<file path="config.mk">
export PLATFORM = sky130hd
export DESIGN_NAME = bfd_decoder
export DESIGN_NICKNAME = d
export VERILOG_FILES = /design/src/shared/bfd_pkg.sv /design/src/verilog/bfd_addr_gen.sv /design/src/verilog/bfd_decoder.sv /design/src/verilog/bfd_flag_map.sv
export SDC_FILE = /design/constraint.sdc
export NUM_CORES = 1
export LEC_CHECK = 0
export ABC_CLOCK_PERIOD_IN_PS = 3860
export BUFFER_PORTS_ARGS = -buffer_cell sky130_fd_sc_hd__buf_2
export CAP_MARGIN = 20
export CORE_UTILIZATION = 50
export CTS_CLUSTER_DIAMETER = 50
export CTS_CLUSTER_SIZE = 14
export DETAILED_ROUTE_END_ITERATION = 8
export PLACE_DENSITY = 0.76
export SLEW_MARGIN = 20
export SYNTH_ARGS = -nofsm -noshare
export SYNTH_HDL_FRONTEND = slang
export SYNTH_SLANG_ARGS = --single-unit
export TNS_END_PERCENT = 30
</file>
<file path="constraint.sdc">
create_clock -name CORE_CLK -period 3.86 [get_ports CORE_CLK]
set_input_delay 0.579 -clock CORE_CLK [delete_from_list [all_inputs] [get_ports CORE_CLK]]
set_output_delay 0.579 -clock CORE_CLK [all_outputs]
set_load 0.01 [all_outputs]
</file>
<file path="src/shared/bfd_pkg.sv">
// Shared constants and types for the byte-file instruction decoder.
package bfd_pkg;

  // ----------------------------------------------------------------------
  // Word layout
  // ----------------------------------------------------------------------
  localparam int unsigned POS_D      = 9;
  localparam int unsigned POS_A      = 8;
  localparam int unsigned POS_S      = 8;
  localparam int unsigned BIT_LSB    = 9;
  localparam logic [15:0] WORD_NOP   = 16'h0000;
  localparam logic [3:0]  NIB_SECOND = 4'hF;
  localparam logic [3:0]  NIB_FILE_TO_FILE_MOVE  = 4'hC;
  localparam logic [3:0]  NIB_BIT_LO = 4'h7;
  localparam logic [3:0]  NIB_BIT_HI = 4'hB;
  localparam logic [7:0]  CTL_GOTO   = 8'hEF;
  localparam logic [6:0]  CTL_CALL   = 7'h76;
  localparam logic [4:0]  CTL_BRA    = 5'h1A;
  localparam logic [4:0]  CTL_BCOND  = 5'h1C;
  localparam logic [4:0]  CTL_LIT    = 5'h01;

  // ----------------------------------------------------------------------
  // Byte-oriented opcodes, bits 15:10 and 15:9
  // ----------------------------------------------------------------------
  localparam logic [5:0] OPC_ADD    = 6'h09;
  localparam logic [5:0] OPC_ADDC   = 6'h08;
  localparam logic [5:0] OPC_AND    = 6'h05;
  localparam logic [5:0] OPC_IOR    = 6'h04;
  localparam logic [5:0] OPC_XOR    = 6'h06;
  localparam logic [5:0] OPC_COM    = 6'h07;
  localparam logic [5:0] OPC_DEC    = 6'h01;
  localparam logic [5:0] OPC_DECSZ  = 6'h0B;
  localparam logic [5:0] OPC_DECSNZ = 6'h13;
  localparam logic [5:0] OPC_INC    = 6'h0A;
  localparam logic [5:0] OPC_INCSZ  = 6'h0F;
  localparam logic [5:0] OPC_INCSNZ = 6'h12;
  localparam logic [5:0] OPC_RLC    = 6'h0D;
  localparam logic [5:0] OPC_RRC    = 6'h0C;
  localparam logic [5:0] OPC_RLN    = 6'h11;
  localparam logic [5:0] OPC_RRN    = 6'h10;
  localparam logic [5:0] OPC_SUB    = 6'h17;
  localparam logic [5:0] OPC_SUBB   = 6'h16;
  localparam logic [5:0] OPC_SUBFB  = 6'h15;
  localparam logic [5:0] OPC_MOVF   = 6'h14;
  localparam logic [5:0] OPC_SWAP   = 6'h0E;
  localparam logic [6:0] OPC_CPEQ   = 7'h31;
  localparam logic [6:0] OPC_CPGT   = 7'h32;
  localparam logic [6:0] OPC_CPLT   = 7'h30;
  localparam logic [6:0] OPC_MUL    = 7'h01;
  localparam logic [6:0] OPC_CLR    = 7'h35;
  localparam logic [6:0] OPC_SET    = 7'h34;
  localparam logic [6:0] OPC_NEG    = 7'h36;
  localparam logic [6:0] OPC_MOVWF  = 7'h37;
  localparam logic [6:0] OPC_TST    = 7'h33;

  // ----------------------------------------------------------------------
  // Status flags: carry, digit carry, zero, overflow, negative
  // ----------------------------------------------------------------------
  localparam logic [4:0] FM_ALL  = 5'h1F;
  localparam logic [4:0] FM_CZN  = 5'h15;
  localparam logic [4:0] FM_ZN   = 5'h14;
  localparam logic [4:0] FM_Z    = 5'h04;
  localparam logic [4:0] FM_NONE = 5'h00;

  // ----------------------------------------------------------------------
  // Address map
  // ----------------------------------------------------------------------
  localparam logic [7:0]  ACCESS_SPLIT = 8'h60;
  localparam logic [3:0]  BANK_LOW     = 4'h0;
  localparam logic [3:0]  BANK_HIGH    = 4'hF;
  localparam logic [11:0] TIMER_ADDR   = 12'hFD0;
  localparam logic [11:0] PORT_LO      = 12'hF80;
  localparam logic [11:0] PORT_HI      = 12'hF8F;

  typedef enum logic [5:0] {
    OP_NOP, OP_ADD, OP_ADDC, OP_AND, OP_IOR, OP_XOR, OP_COM,
    OP_CPEQ, OP_CPGT, OP_CPLT, OP_DEC, OP_DECSZ, OP_DECSNZ,
    OP_INC, OP_INCSZ, OP_INCSNZ, OP_RLC, OP_RRC, OP_RLN, OP_RRN,
    OP_SUB, OP_SUBB, OP_SUBFB, OP_MUL, OP_CLR, OP_SET, OP_MOVF,
    OP_MOVWF, OP_NEG, OP_SWAP, OP_TST, OP_FILE_TO_FILE_MOVE, OP_GOTO, OP_CALL,
    OP_BRA, OP_BCOND, OP_LIT, OP_BIT, OP_OTHER
  } bfd_op_t;

  typedef enum logic [1:0] {ST_FIRST, ST_SECOND, ST_FLUSH} bfd_st_t;

endpackage

</file>
<file path="src/verilog/bfd_addr_gen.sv">
// File register address builder from bank access bit and bank pointer.
`timescale 1ns/1ns
module bfd_addr_gen (
  input  wire logic [15:0] word,      // Instruction word
  input  wire logic [3:0]  bank_ptr,  // Bank pointer register value
  output logic      [11:0] file_addr  // Full 12-bit file address
);
  import bfd_pkg::*;

  logic [7:0] low_byte;
  logic [3:0] access_bank;

  assign low_byte = word[7:0];

  // Low part of the access bank maps to bank 0, the rest to the top bank.
  assign access_bank = (low_byte < ACCESS_SPLIT) ? BANK_LOW : BANK_HIGH;

  always_comb begin
    if (word[POS_A]) begin
      file_addr = {bank_ptr, low_byte};
    end else begin
      file_addr = {access_bank, low_byte};
    end
  end

endmodule

</file>
<file path="src/verilog/bfd_decoder.sv">
// Byte-file instruction decoder: formats, byte operations, two-word handling.
`timescale 1ns/1ns
module bfd_decoder (
  input  wire logic             CORE_CLK,     // Core clock, 250 MHz
  input  wire logic             RST_B,        // Async reset, active low
  input  wire logic             WORD_VALID,   // Program word present
  input  wire logic [15:0]      WORD_IN,      // Program word
  input  wire logic [3:0]       BANK_PTR,     // Bank pointer register
  input  wire logic             COND_TRUE,    // Test of shown op is true
  input  wire logic             PRESCALE_ON,  // Prescaler is on timer
  output logic                  DEC_VALID,    // Decoded op present
  output bfd_pkg::bfd_op_t      OP,           // Decoded operation
  output logic                  DEST_FILE,    // Result to file register
  output logic      [11:0]      FILE_ADDR,    // File or move source addr
  output logic      [11:0]      MOVE_DST,     // File move destination
  output logic      [2:0]       BIT_SEL,      // Bit number
  output logic      [7:0]       LITERAL,      // Immediate byte
  output logic      [19:0]      TARGET,       // Jump or call target
  output logic                  FAST_RET,     // Call fast bit
  output logic      [10:0]      BR_OFFSET,    // Signed branch offset
  output logic      [4:0]       FLAG_UPD,     // C, DC, Z, OV, N updates
  output logic                  IS_COND,      // Conditional op shown
  output logic                  PC_CHANGE,    // Op alters the PC
  output logic                  USE_PINS,     // Read port pins as source
  output logic                  CLR_PRESCALE  // Clear timer prescaler
);
  import bfd_pkg::*;

  // ----------------------------------------------------------------------
  // Word classification
  // ----------------------------------------------------------------------
  function automatic bfd_op_t op_of(input logic [15:0] w);
    bfd_op_t o;
    o = OP_OTHER;
    if (w == WORD_NOP) begin
      o = OP_NOP;
    end else if (w[15:12] == NIB_SECOND) begin
      o = OP_NOP;
    end else if (w[15:12] == NIB_FILE_TO_FILE_MOVE) begin
      o = OP_FILE_TO_FILE_MOVE;
    end else if (w[15:8] == CTL_GOTO) begin
      o = OP_GOTO;
    end else if (w[15:9] == CTL_CALL) begin
      o = OP_CALL;
    end else if (w[15:11] == CTL_BRA) begin
      o = OP_BRA;
    end else if (w[15:11] == CTL_BCOND) begin
      o = OP_BCOND;
    end else if (w[15:11] == CTL_LIT) begin
      o = OP_LIT;
    end else if (w[15:12] >= NIB_BIT_LO && w[15:12] <= NIB_BIT_HI) begin
      o = OP_BIT;
    end else begin
      case (w[15:10])
        OPC_ADD:    o = OP_ADD;
        OPC_ADDC:   o = OP_ADDC;
        OPC_AND:    o = OP_AND;
        OPC_IOR:    o = OP_IOR;
        OPC_XOR:    o = OP_XOR;
        OPC_COM:    o = OP_COM;
        OPC_DEC:    o = OP_DEC;
        OPC_DECSZ:  o = OP_DECSZ;
        OPC_DECSNZ: o = OP_DECSNZ;
        OPC_INC:    o = OP_INC;
        OPC_INCSZ:  o = OP_INCSZ;
        OPC_INCSNZ: o = OP_INCSNZ;
        OPC_RLC:    o = OP_RLC;
        OPC_RRC:    o = OP_RRC;
        OPC_RLN:    o = OP_RLN;
        OPC_RRN:    o = OP_RRN;
        OPC_SUB:    o = OP_SUB;
        OPC_SUBB:   o = OP_SUBB;
        OPC_SUBFB:  o = OP_SUBFB;
        OPC_MOVF:   o = OP_MOVF;
        OPC_SWAP:   o = OP_SWAP;
        default:    o = OP_OTHER;
      endcase
      if (o == OP_OTHER) begin
        case (w[15:9])
          OPC_CPEQ:  o = OP_CPEQ;
          OPC_CPGT:  o = OP_CPGT;
          OPC_CPLT:  o = OP_CPLT;
          OPC_MUL:   o = OP_MUL;
          OPC_CLR:   o = OP_CLR;
          OPC_SET:   o = OP_SET;
          OPC_NEG:   o = OP_NEG;
          OPC_MOVWF: o = OP_MOVWF;
          OPC_TST:   o = OP_TST;
          default:   o = OP_OTHER;
        endcase
      end
    end
    return o;
  endfunction

  bfd_st_t     st_q;
  bfd_op_t     word_op;
  bfd_op_t     hold_op_q;
  logic [11:0] eff_addr;
  logic [4:0]  map_flags;
  logic        map_skip;
  logic        map_tmr;
  logic        map_has_d;
  logic        squash;
  logic        nop_now;
  logic        first_take;
  logic        second_take;
  logic        two_word;
  logic        in_ports;

  assign word_op = op_of(WORD_IN);

  bfd_addr_gen u_addr (
    .word      (WORD_IN),
    .bank_ptr  (BANK_PTR),
    .file_addr (eff_addr)
  );

  bfd_flag_map u_flags (
    .op     (word_op),
    .flags  (map_flags),
    .skip   (map_skip),
    .tmr_fx (map_tmr),
    .has_d  (map_has_d)
  );

  // A true test on the shown op turns the word taken now into a NOP.
  assign squash      = DEC_VALID && IS_COND && COND_TRUE;
  assign nop_now     = (st_q == ST_FLUSH) || squash;
  assign first_take  = WORD_VALID && (st_q == ST_FIRST) && !squash;
  assign second_take = WORD_VALID && (st_q == ST_SECOND);
  assign two_word    = (word_op == OP_FILE_TO_FILE_MOVE) || (word_op == OP_GOTO) ||
                       (word_op == OP_CALL);
  assign in_ports    = (eff_addr >= PORT_LO) && (eff_addr <= PORT_HI);

  // ----------------------------------------------------------------------
  // Sequencing of two-word and flushed words
  // ----------------------------------------------------------------------
  always_ff @(posedge CORE_CLK or negedge RST_B) begin
    if (!RST_B) begin
      st_q      <= ST_FIRST;
      hold_op_q <= OP_NOP;
    end else if (squash && !WORD_VALID) begin
      st_q <= ST_FLUSH;
    end else if (WORD_VALID) begin
      case (st_q)
        ST_FIRST: begin
          if (squash) begin
            st_q <= ST_FIRST;
          end else if (two_word) begin
            st_q      <= ST_SECOND;
            hold_op_q <= word_op;
          end else if (word_op == OP_BRA) begin
            st_q <= ST_FLUSH;
          end
        end
        ST_SECOND: begin
          if (hold_op_q == OP_FILE_TO_FILE_MOVE) begin
            st_q <= ST_FIRST;
          end else begin
            st_q <= ST_FLUSH;
          end
        end
        default: st_q <= ST_FIRST;
      endcase
    end
  end

  // ----------------------------------------------------------------------
  // Operation, flag and side-effect outputs
  // ----------------------------------------------------------------------
  always_ff @(posedge CORE_CLK or negedge RST_B) begin
    if (!RST_B) begin
      DEC_VALID    <= 1'b0;
      OP           <= OP_NOP;
      FLAG_UPD     <= FM_NONE;
      IS_COND      <= 1'b0;
      PC_CHANGE    <= 1'b0;
      USE_PINS     <= 1'b0;
      CLR_PRESCALE <= 1'b0;
    end else begin
      DEC_VALID    <= 1'b0;
      IS_COND      <= 1'b0;
      PC_CHANGE    <= 1'b0;
      USE_PINS     <= 1'b0;
      CLR_PRESCALE <= 1'b0;
      FLAG_UPD     <= FM_NONE;
      if (WORD_VALID && nop_now) begin
        DEC_VALID <= 1'b1;
        OP        <= OP_NOP;
      end else if (second_take) begin
        DEC_VALID <= 1'b1;
        OP        <= hold_op_q;
        PC_CHANGE <= (hold_op_q != OP_FILE_TO_FILE_MOVE);
      end else if (first_take && !two_word) begin
        DEC_VALID <= 1'b1;
        OP        <= word_op;
        FLAG_UPD  <= map_flags;
        IS_COND   <= map_skip || (word_op == OP_BCOND);
        PC_CHANGE <= (word_op == OP_BRA);
        USE_PINS  <= map_has_d && WORD_IN[POS_D] && in_ports;
        CLR_PRESCALE <= map_tmr && PRESCALE_ON &&
                        (eff_addr == TIMER_ADDR) &&
                        (!map_has_d || WORD_IN[POS_D]);
      end
    end
  end

  // ----------------------------------------------------------------------
  // Operand fields
  // ----------------------------------------------------------------------
  always_ff @(posedge CORE_CLK or negedge RST_B) begin
    if (!RST_B) begin
      DEST_FILE <= 1'b0;
      FILE_ADDR <= 12'h000;
      BIT_SEL   <= 3'h0;
      LITERAL   <= 8'h00;
      FAST_RET  <= 1'b0;
      BR_OFFSET <= 11'h000;
    end else if (first_take) begin
      DEST_FILE <= WORD_IN[POS_D];
      BIT_SEL   <= WORD_IN[BIT_LSB +: 3];
      LITERAL   <= WORD_IN[7:0];
      FAST_RET  <= WORD_IN[POS_S];
      if (word_op == OP_FILE_TO_FILE_MOVE) begin
        FILE_ADDR <= WORD_IN[11:0];
      end else begin
        FILE_ADDR <= eff_addr;
      end
      if (word_op == OP_BRA) begin
        BR_OFFSET <= WORD_IN[10:0];
      end else begin
        BR_OFFSET <= {{3{WORD_IN[7]}}, WORD_IN[7:0]};
      end
    end
  end

  always_ff @(posedge CORE_CLK or negedge RST_B) begin
    if (!RST_B) begin
      TARGET   <= 20'h00000;
      MOVE_DST <= 12'h000;
    end else if (first_take) begin
      TARGET[7:0] <= WORD_IN[7:0];
    end else if (second_take) begin
      TARGET[19:8] <= WORD_IN[11:0];
      MOVE_DST     <= WORD_IN[11:0];
    end
  end
endmodule

</file>
<file path="src/verilog/bfd_flag_map.sv">
// Status flag, skip and side-effect classes of each decoded operation.
`timescale 1ns/1ns
module bfd_flag_map (
  input  wire bfd_pkg::bfd_op_t op,     // Decoded operation
  output logic [4:0]            flags,  // Flags the operation updates
  output logic                  skip,   // Conditional skip operation
  output logic                  tmr_fx, // May clear the timer prescaler
  output logic                  has_d   // Carries a destination bit
);
  import bfd_pkg::*;

  always_comb begin
    flags  = FM_NONE;
    skip   = 1'b0;
    tmr_fx = 1'b0;
    has_d  = 1'b0;
    case (op)
      OP_ADD, OP_ADDC, OP_DEC, OP_INC, OP_SUB: begin
        flags  = FM_ALL;
        tmr_fx = 1'b1;
        has_d  = 1'b1;
      end
      OP_SUBB, OP_SUBFB: begin
        flags = FM_ALL;
        has_d = 1'b1;
      end
      OP_AND, OP_IOR, OP_COM, OP_RLN, OP_RRN, OP_XOR, OP_MOVF: begin
        flags  = FM_ZN;
        tmr_fx = (op == OP_AND) || (op == OP_IOR) || (op == OP_COM);
        has_d  = 1'b1;
      end
      OP_RLC, OP_RRC: begin
        flags  = FM_CZN;
        tmr_fx = (op == OP_RLC);
        has_d  = 1'b1;
      end
      OP_DECSZ, OP_DECSNZ, OP_INCSZ, OP_INCSNZ: begin
        skip   = 1'b1;
        tmr_fx = (op != OP_INCSZ);
        has_d  = 1'b1;
      end
      OP_CPEQ, OP_CPGT, OP_CPLT, OP_TST: begin
        skip   = 1'b1;
        tmr_fx = (op == OP_CPLT) || (op == OP_TST);
      end
      OP_MUL:  tmr_fx = 1'b1;
      OP_CLR: begin
        flags  = FM_Z;
        tmr_fx = 1'b1;
      end
      OP_SET:  tmr_fx = 1'b1;
      OP_NEG:  flags = FM_ALL;
      OP_SWAP: has_d = 1'b1;
      default: flags = FM_NONE;
    endcase
  end

endmodule
</file>
==> flow_metrics.py <==
metrics = {
    "floorplanning": {
        "dieWidth_microns": 88.3,
        "fp-row-count": 31,
        "die_area_sq_um": 7790,
        "die_y_microns": 88.3,
        "ios": 109,
        "core_sq_um": 7210,
        "start_util_pct": 51.6,
    },
    "synthesis": {
        "ys_seq_elements": 54,
        "syn_nets": 474,
        "synth-edff-count": 0,
        "yosysSeqAreaShare_pct": 36.3,
        "synthesis.instances": 443,
        "synth_area_sq_um": 3720,
        "synth_top_flop_cell": "dfrtp_1",
        "synth_cell_types": 68,
        "synthArstFlopShare_pct": 100,
        "synth_warnings": 0,
        "synth.avg_cell_area_sq_um": 8.40,
    },
    "placement": {
        "portBuffers": 108,
        "hpwl_microns": 7600,
        "gp_congestion": 0.994,
    },
    "cts": {
        "root_buffer": "clkbuf_8",
        "ctsHtreeMaxLevel": 2,
        "cts_tree": "yes",
        "cts.sinks": 54,
        "clk_pin_slew_worst_paths_ns": 0.09,
        "post_cts_buffers": 0,
        "cts_buffers": 5,
        "clock_latency_ns": 0.30,
        "cts_repair_resize_count": 0,
        "hold_buffers": 0,
        "clk_path_buf_depth": 2,
    },
    "routing": {
        "first_pass_iters": 5,
        "num_vias": 3676,
        "wl_per_cell_microns": 15.6,
        "dr.first_iter.drc_count": 226,
        "wl_microns": 9820,
        "drc": 0,
        "viasPerCell": 5.83,
        "ant_nets": 0,
    },
    "timing": {
        "worst_pin_slew_ns": 0.796,
        "final_max_slew_viol_count": 0,
        "hold_ws_ns": 0.258,
        "clock_skew_ns": 0.00775,
        "setup_viol": 0,
        "finalHoldViolCount": 0,
        "max-slew-margin-rel_pct": 46.8,
        "fmax_mhz": 286,
        "setup_tns_ns": 0,
        "period_needed_ns": 3.50,
        "rsz0062_at_grt": "no",
        "period_share_pct": 90.7,
    },
    "grt": {
        "grt_busiest_layer": "met2",
        "use_met2_pct": 43.5,
        "grt_use_met3_pct": 3.82,
        "antenna_found_initial": 0,
        "grt_util_all_layers_pct": 26.0,
        "grt_pass1_vias": 3257,
        "grt_overflow": 0,
        "grt_pass1_wl_microns": 15900,
        "grt_max_degree": 30,
        "use_met1_pct": 35.3,
    },
    "critical_path": {
        "path_cells": "buf_2 > buf_4 > ha_1 > or4b_1 > o211a_2 > a221o_1 > o211ai_2 > nor2b_1 > nor3_1 > a211o_1 > or4_1 > a2111oi_2",
        "r2r-end": "OP[1]$_DFFE_PN0P_",
        "rrSetupSlack_ns": 1.75,
        "critPathLaunchType": "input port",
        "critPathTopFamily": "simple AND/OR/NAND/NOR gates",
        "path_buf_inv": 2,
        "crit_type": "input port to register",
        "critPathRequiredTime_ns": 4.06,
        "timing.rr.start": "DEC_VALID$_DFF_PN0_",
        "startpoint": "WORD_IN[10]",
        "crit_fanout": 8,
        "cp.arrival_ns": 3.70,
        "cpMaxStageDelayCell": "or4_1",
        "setup.worst_path.end_class": "register",
        "slowest_delay_ns": 0.55,
        "r2r.worst_path.cells": 7,
    },
    "run_status": {
        "status": "finished clean",
    },
    "cells_and_area": {
        "diodes": 0,
        "post_route_cells_drive_above_1_share_pct": 32.0,
        "area_growth_pct": 16.7,
        "fin_nets": 561,
    },
    "power": {
        "intPower_mw": 1.39,
        "swShare_pct": 38.5,
        "p_sw_mw": 0.867,
        "pwr-share-seq_pct": 39.2,
        "power.leakage_nw": 2.19,
        "peakVddDrop_uv": 183,
        "pwr_density_cell_nw_per_um2": 519,
        "pwr-share-comb_pct": 44.4,
        "power_frac_clock_pct": 16.4,
    },
    "worst_hold_path": {
        "hold_class": "input port to asynchronous set/reset pin",
    },
    "job": {
        "drv_cap": 0,
    },
}
==> flip-flops by register name, indices dropped and copies added, names as in the netlist <==
name          flops
BIT_SEL           3
BR_OFFSET         3
CLR_PRESCALE      1
DEC_VALID         1
FAST_RET          1
FILE_ADDR        12
FLAG_UPD          4
IS_COND           1
OP                6
PC_CHANGE         1
TARGET           12
USE_PINS          1
hold_op_q         6
st_q              2
==> layer usage <==
metal | vias to the layer above | routed length, microns
met1 | 1737 | 4120
met4 | 0 | 147
met5 | - | 0
li1 | 1724 | -
met3 | 15 | 759
met2 | 200 | 4800
==> cell type report <==
type	instances	area (sq um)
Timing Repair Buffer	139	773
Clock buffer	6	72.6
Sequential cell	54	1350
Fill cell	645	2870
Tap cell	99	124
Multi-Input combinational cell	320	1950
Inverter	10	37.5
Clock inverter	2	37.5
==> power by group through the flow <==
stage	registers, mW	clock network, mW	logic, mW
global placement	0.887	0	0.997
detailed placement	0.894	0	1.01
CTS	0.884	0.378	1.01
global route	0.917	0.405	1.12
finish	0.883	0.369	1.00
floorplan	0.961	0	0.683
==> cell usage after synthesis, types with 8 or more instances <==
| cell | count | share of area (%) |
|---|---|---|
| a21oi_1 | 30 | 4.0 |
| and2_1 | 8 | 1.3 |
| buf_2 | 11 | 1.5 |
| buf_4 | 38 | 7.7 |
| clkbuf_1 | 9 | 0.91 |
| dfrtp_1 | 54 | 36 |
| inv_1 | 10 | 1.0 |
| mux2_2 | 9 | 2.7 |
| nand2_1 | 67 | 6.8 |
| nand2b_1 | 9 | 1.5 |
| nand3_1 | 10 | 1.3 |
| nor2_1 | 32 | 3.2 |
| nor2b_1 | 9 | 1.5 |
| nor3_1 | 8 | 1.1 |
| o21ai_0 | 21 | 2.8 |
==> placed cells by master, fill, tap and decap left out, types with 6 or more instances in the layout <==
cell type / instances
nor3_1: 8
ha_1: 6
nor2_1: 32
a21oi_1: 30
o21a_1: 6
dfrtp_1: 54
nand2b_1: 9
and2_1: 8
o21ai_0: 21
mux2_2: 9
nor2b_1: 9
buf_4: 31
nand3_1: 10
buf_2: 108
inv_1: 10
nand2_1: 67
a211oi_1: 6
==> kinds of logic after synthesis <==
| group | count (synthesis) | share of synthesized area (%) |
|---|---|---|
| and+or+nand+nor | 186 | 25.5 |
| AOI/OAI and AO/OA | 117 | 21.5 |
| buffers and inverters | 69 | 11.4 |
| DFF | 54 | 36.3 |
| muxes | 11 | 3.26 |
| adders and majority gates | 6 | 2.02 |
==> metrics by stage <==
stage / cells / total power, mW / util (%) / setup WS [ns] / area [sq um]
CTS: 630 / 2.27 / 60.2 / 0.362 / 4340
floorplan: 443 / 1.64 / - / 0.0499 / 3720
finish: 630 / 2.25 / 60.2 / 0.358 / 4340
global route: 630 / 2.44 / 60.2 / 0.154 / 4340
detailed placement: 622 / 1.90 / 58.7 / 0.0422 / 4230
global placement: 622 / 1.88 / 58.7 / 0.121 / 4230
==> worst max-delay path by stage <==
stage	to	slack, ns	cells past startpoint
after floorplan	CLR_PRESCALE$_DFF_PN0_	0.05	13
after global placement	CLR_PRESCALE$_DFF_PN0_	0.12	13
after detailed placement	CLR_PRESCALE$_DFF_PN0_	0.04	12
after CTS	CLR_PRESCALE$_DFF_PN0_	0.36	12
after global routing	CLR_PRESCALE$_DFF_PN0_	0.15	12
final	CLR_PRESCALE$_DFF_PN0_	0.36	12
Note: power is estimated with default switching activity, not from simulation.
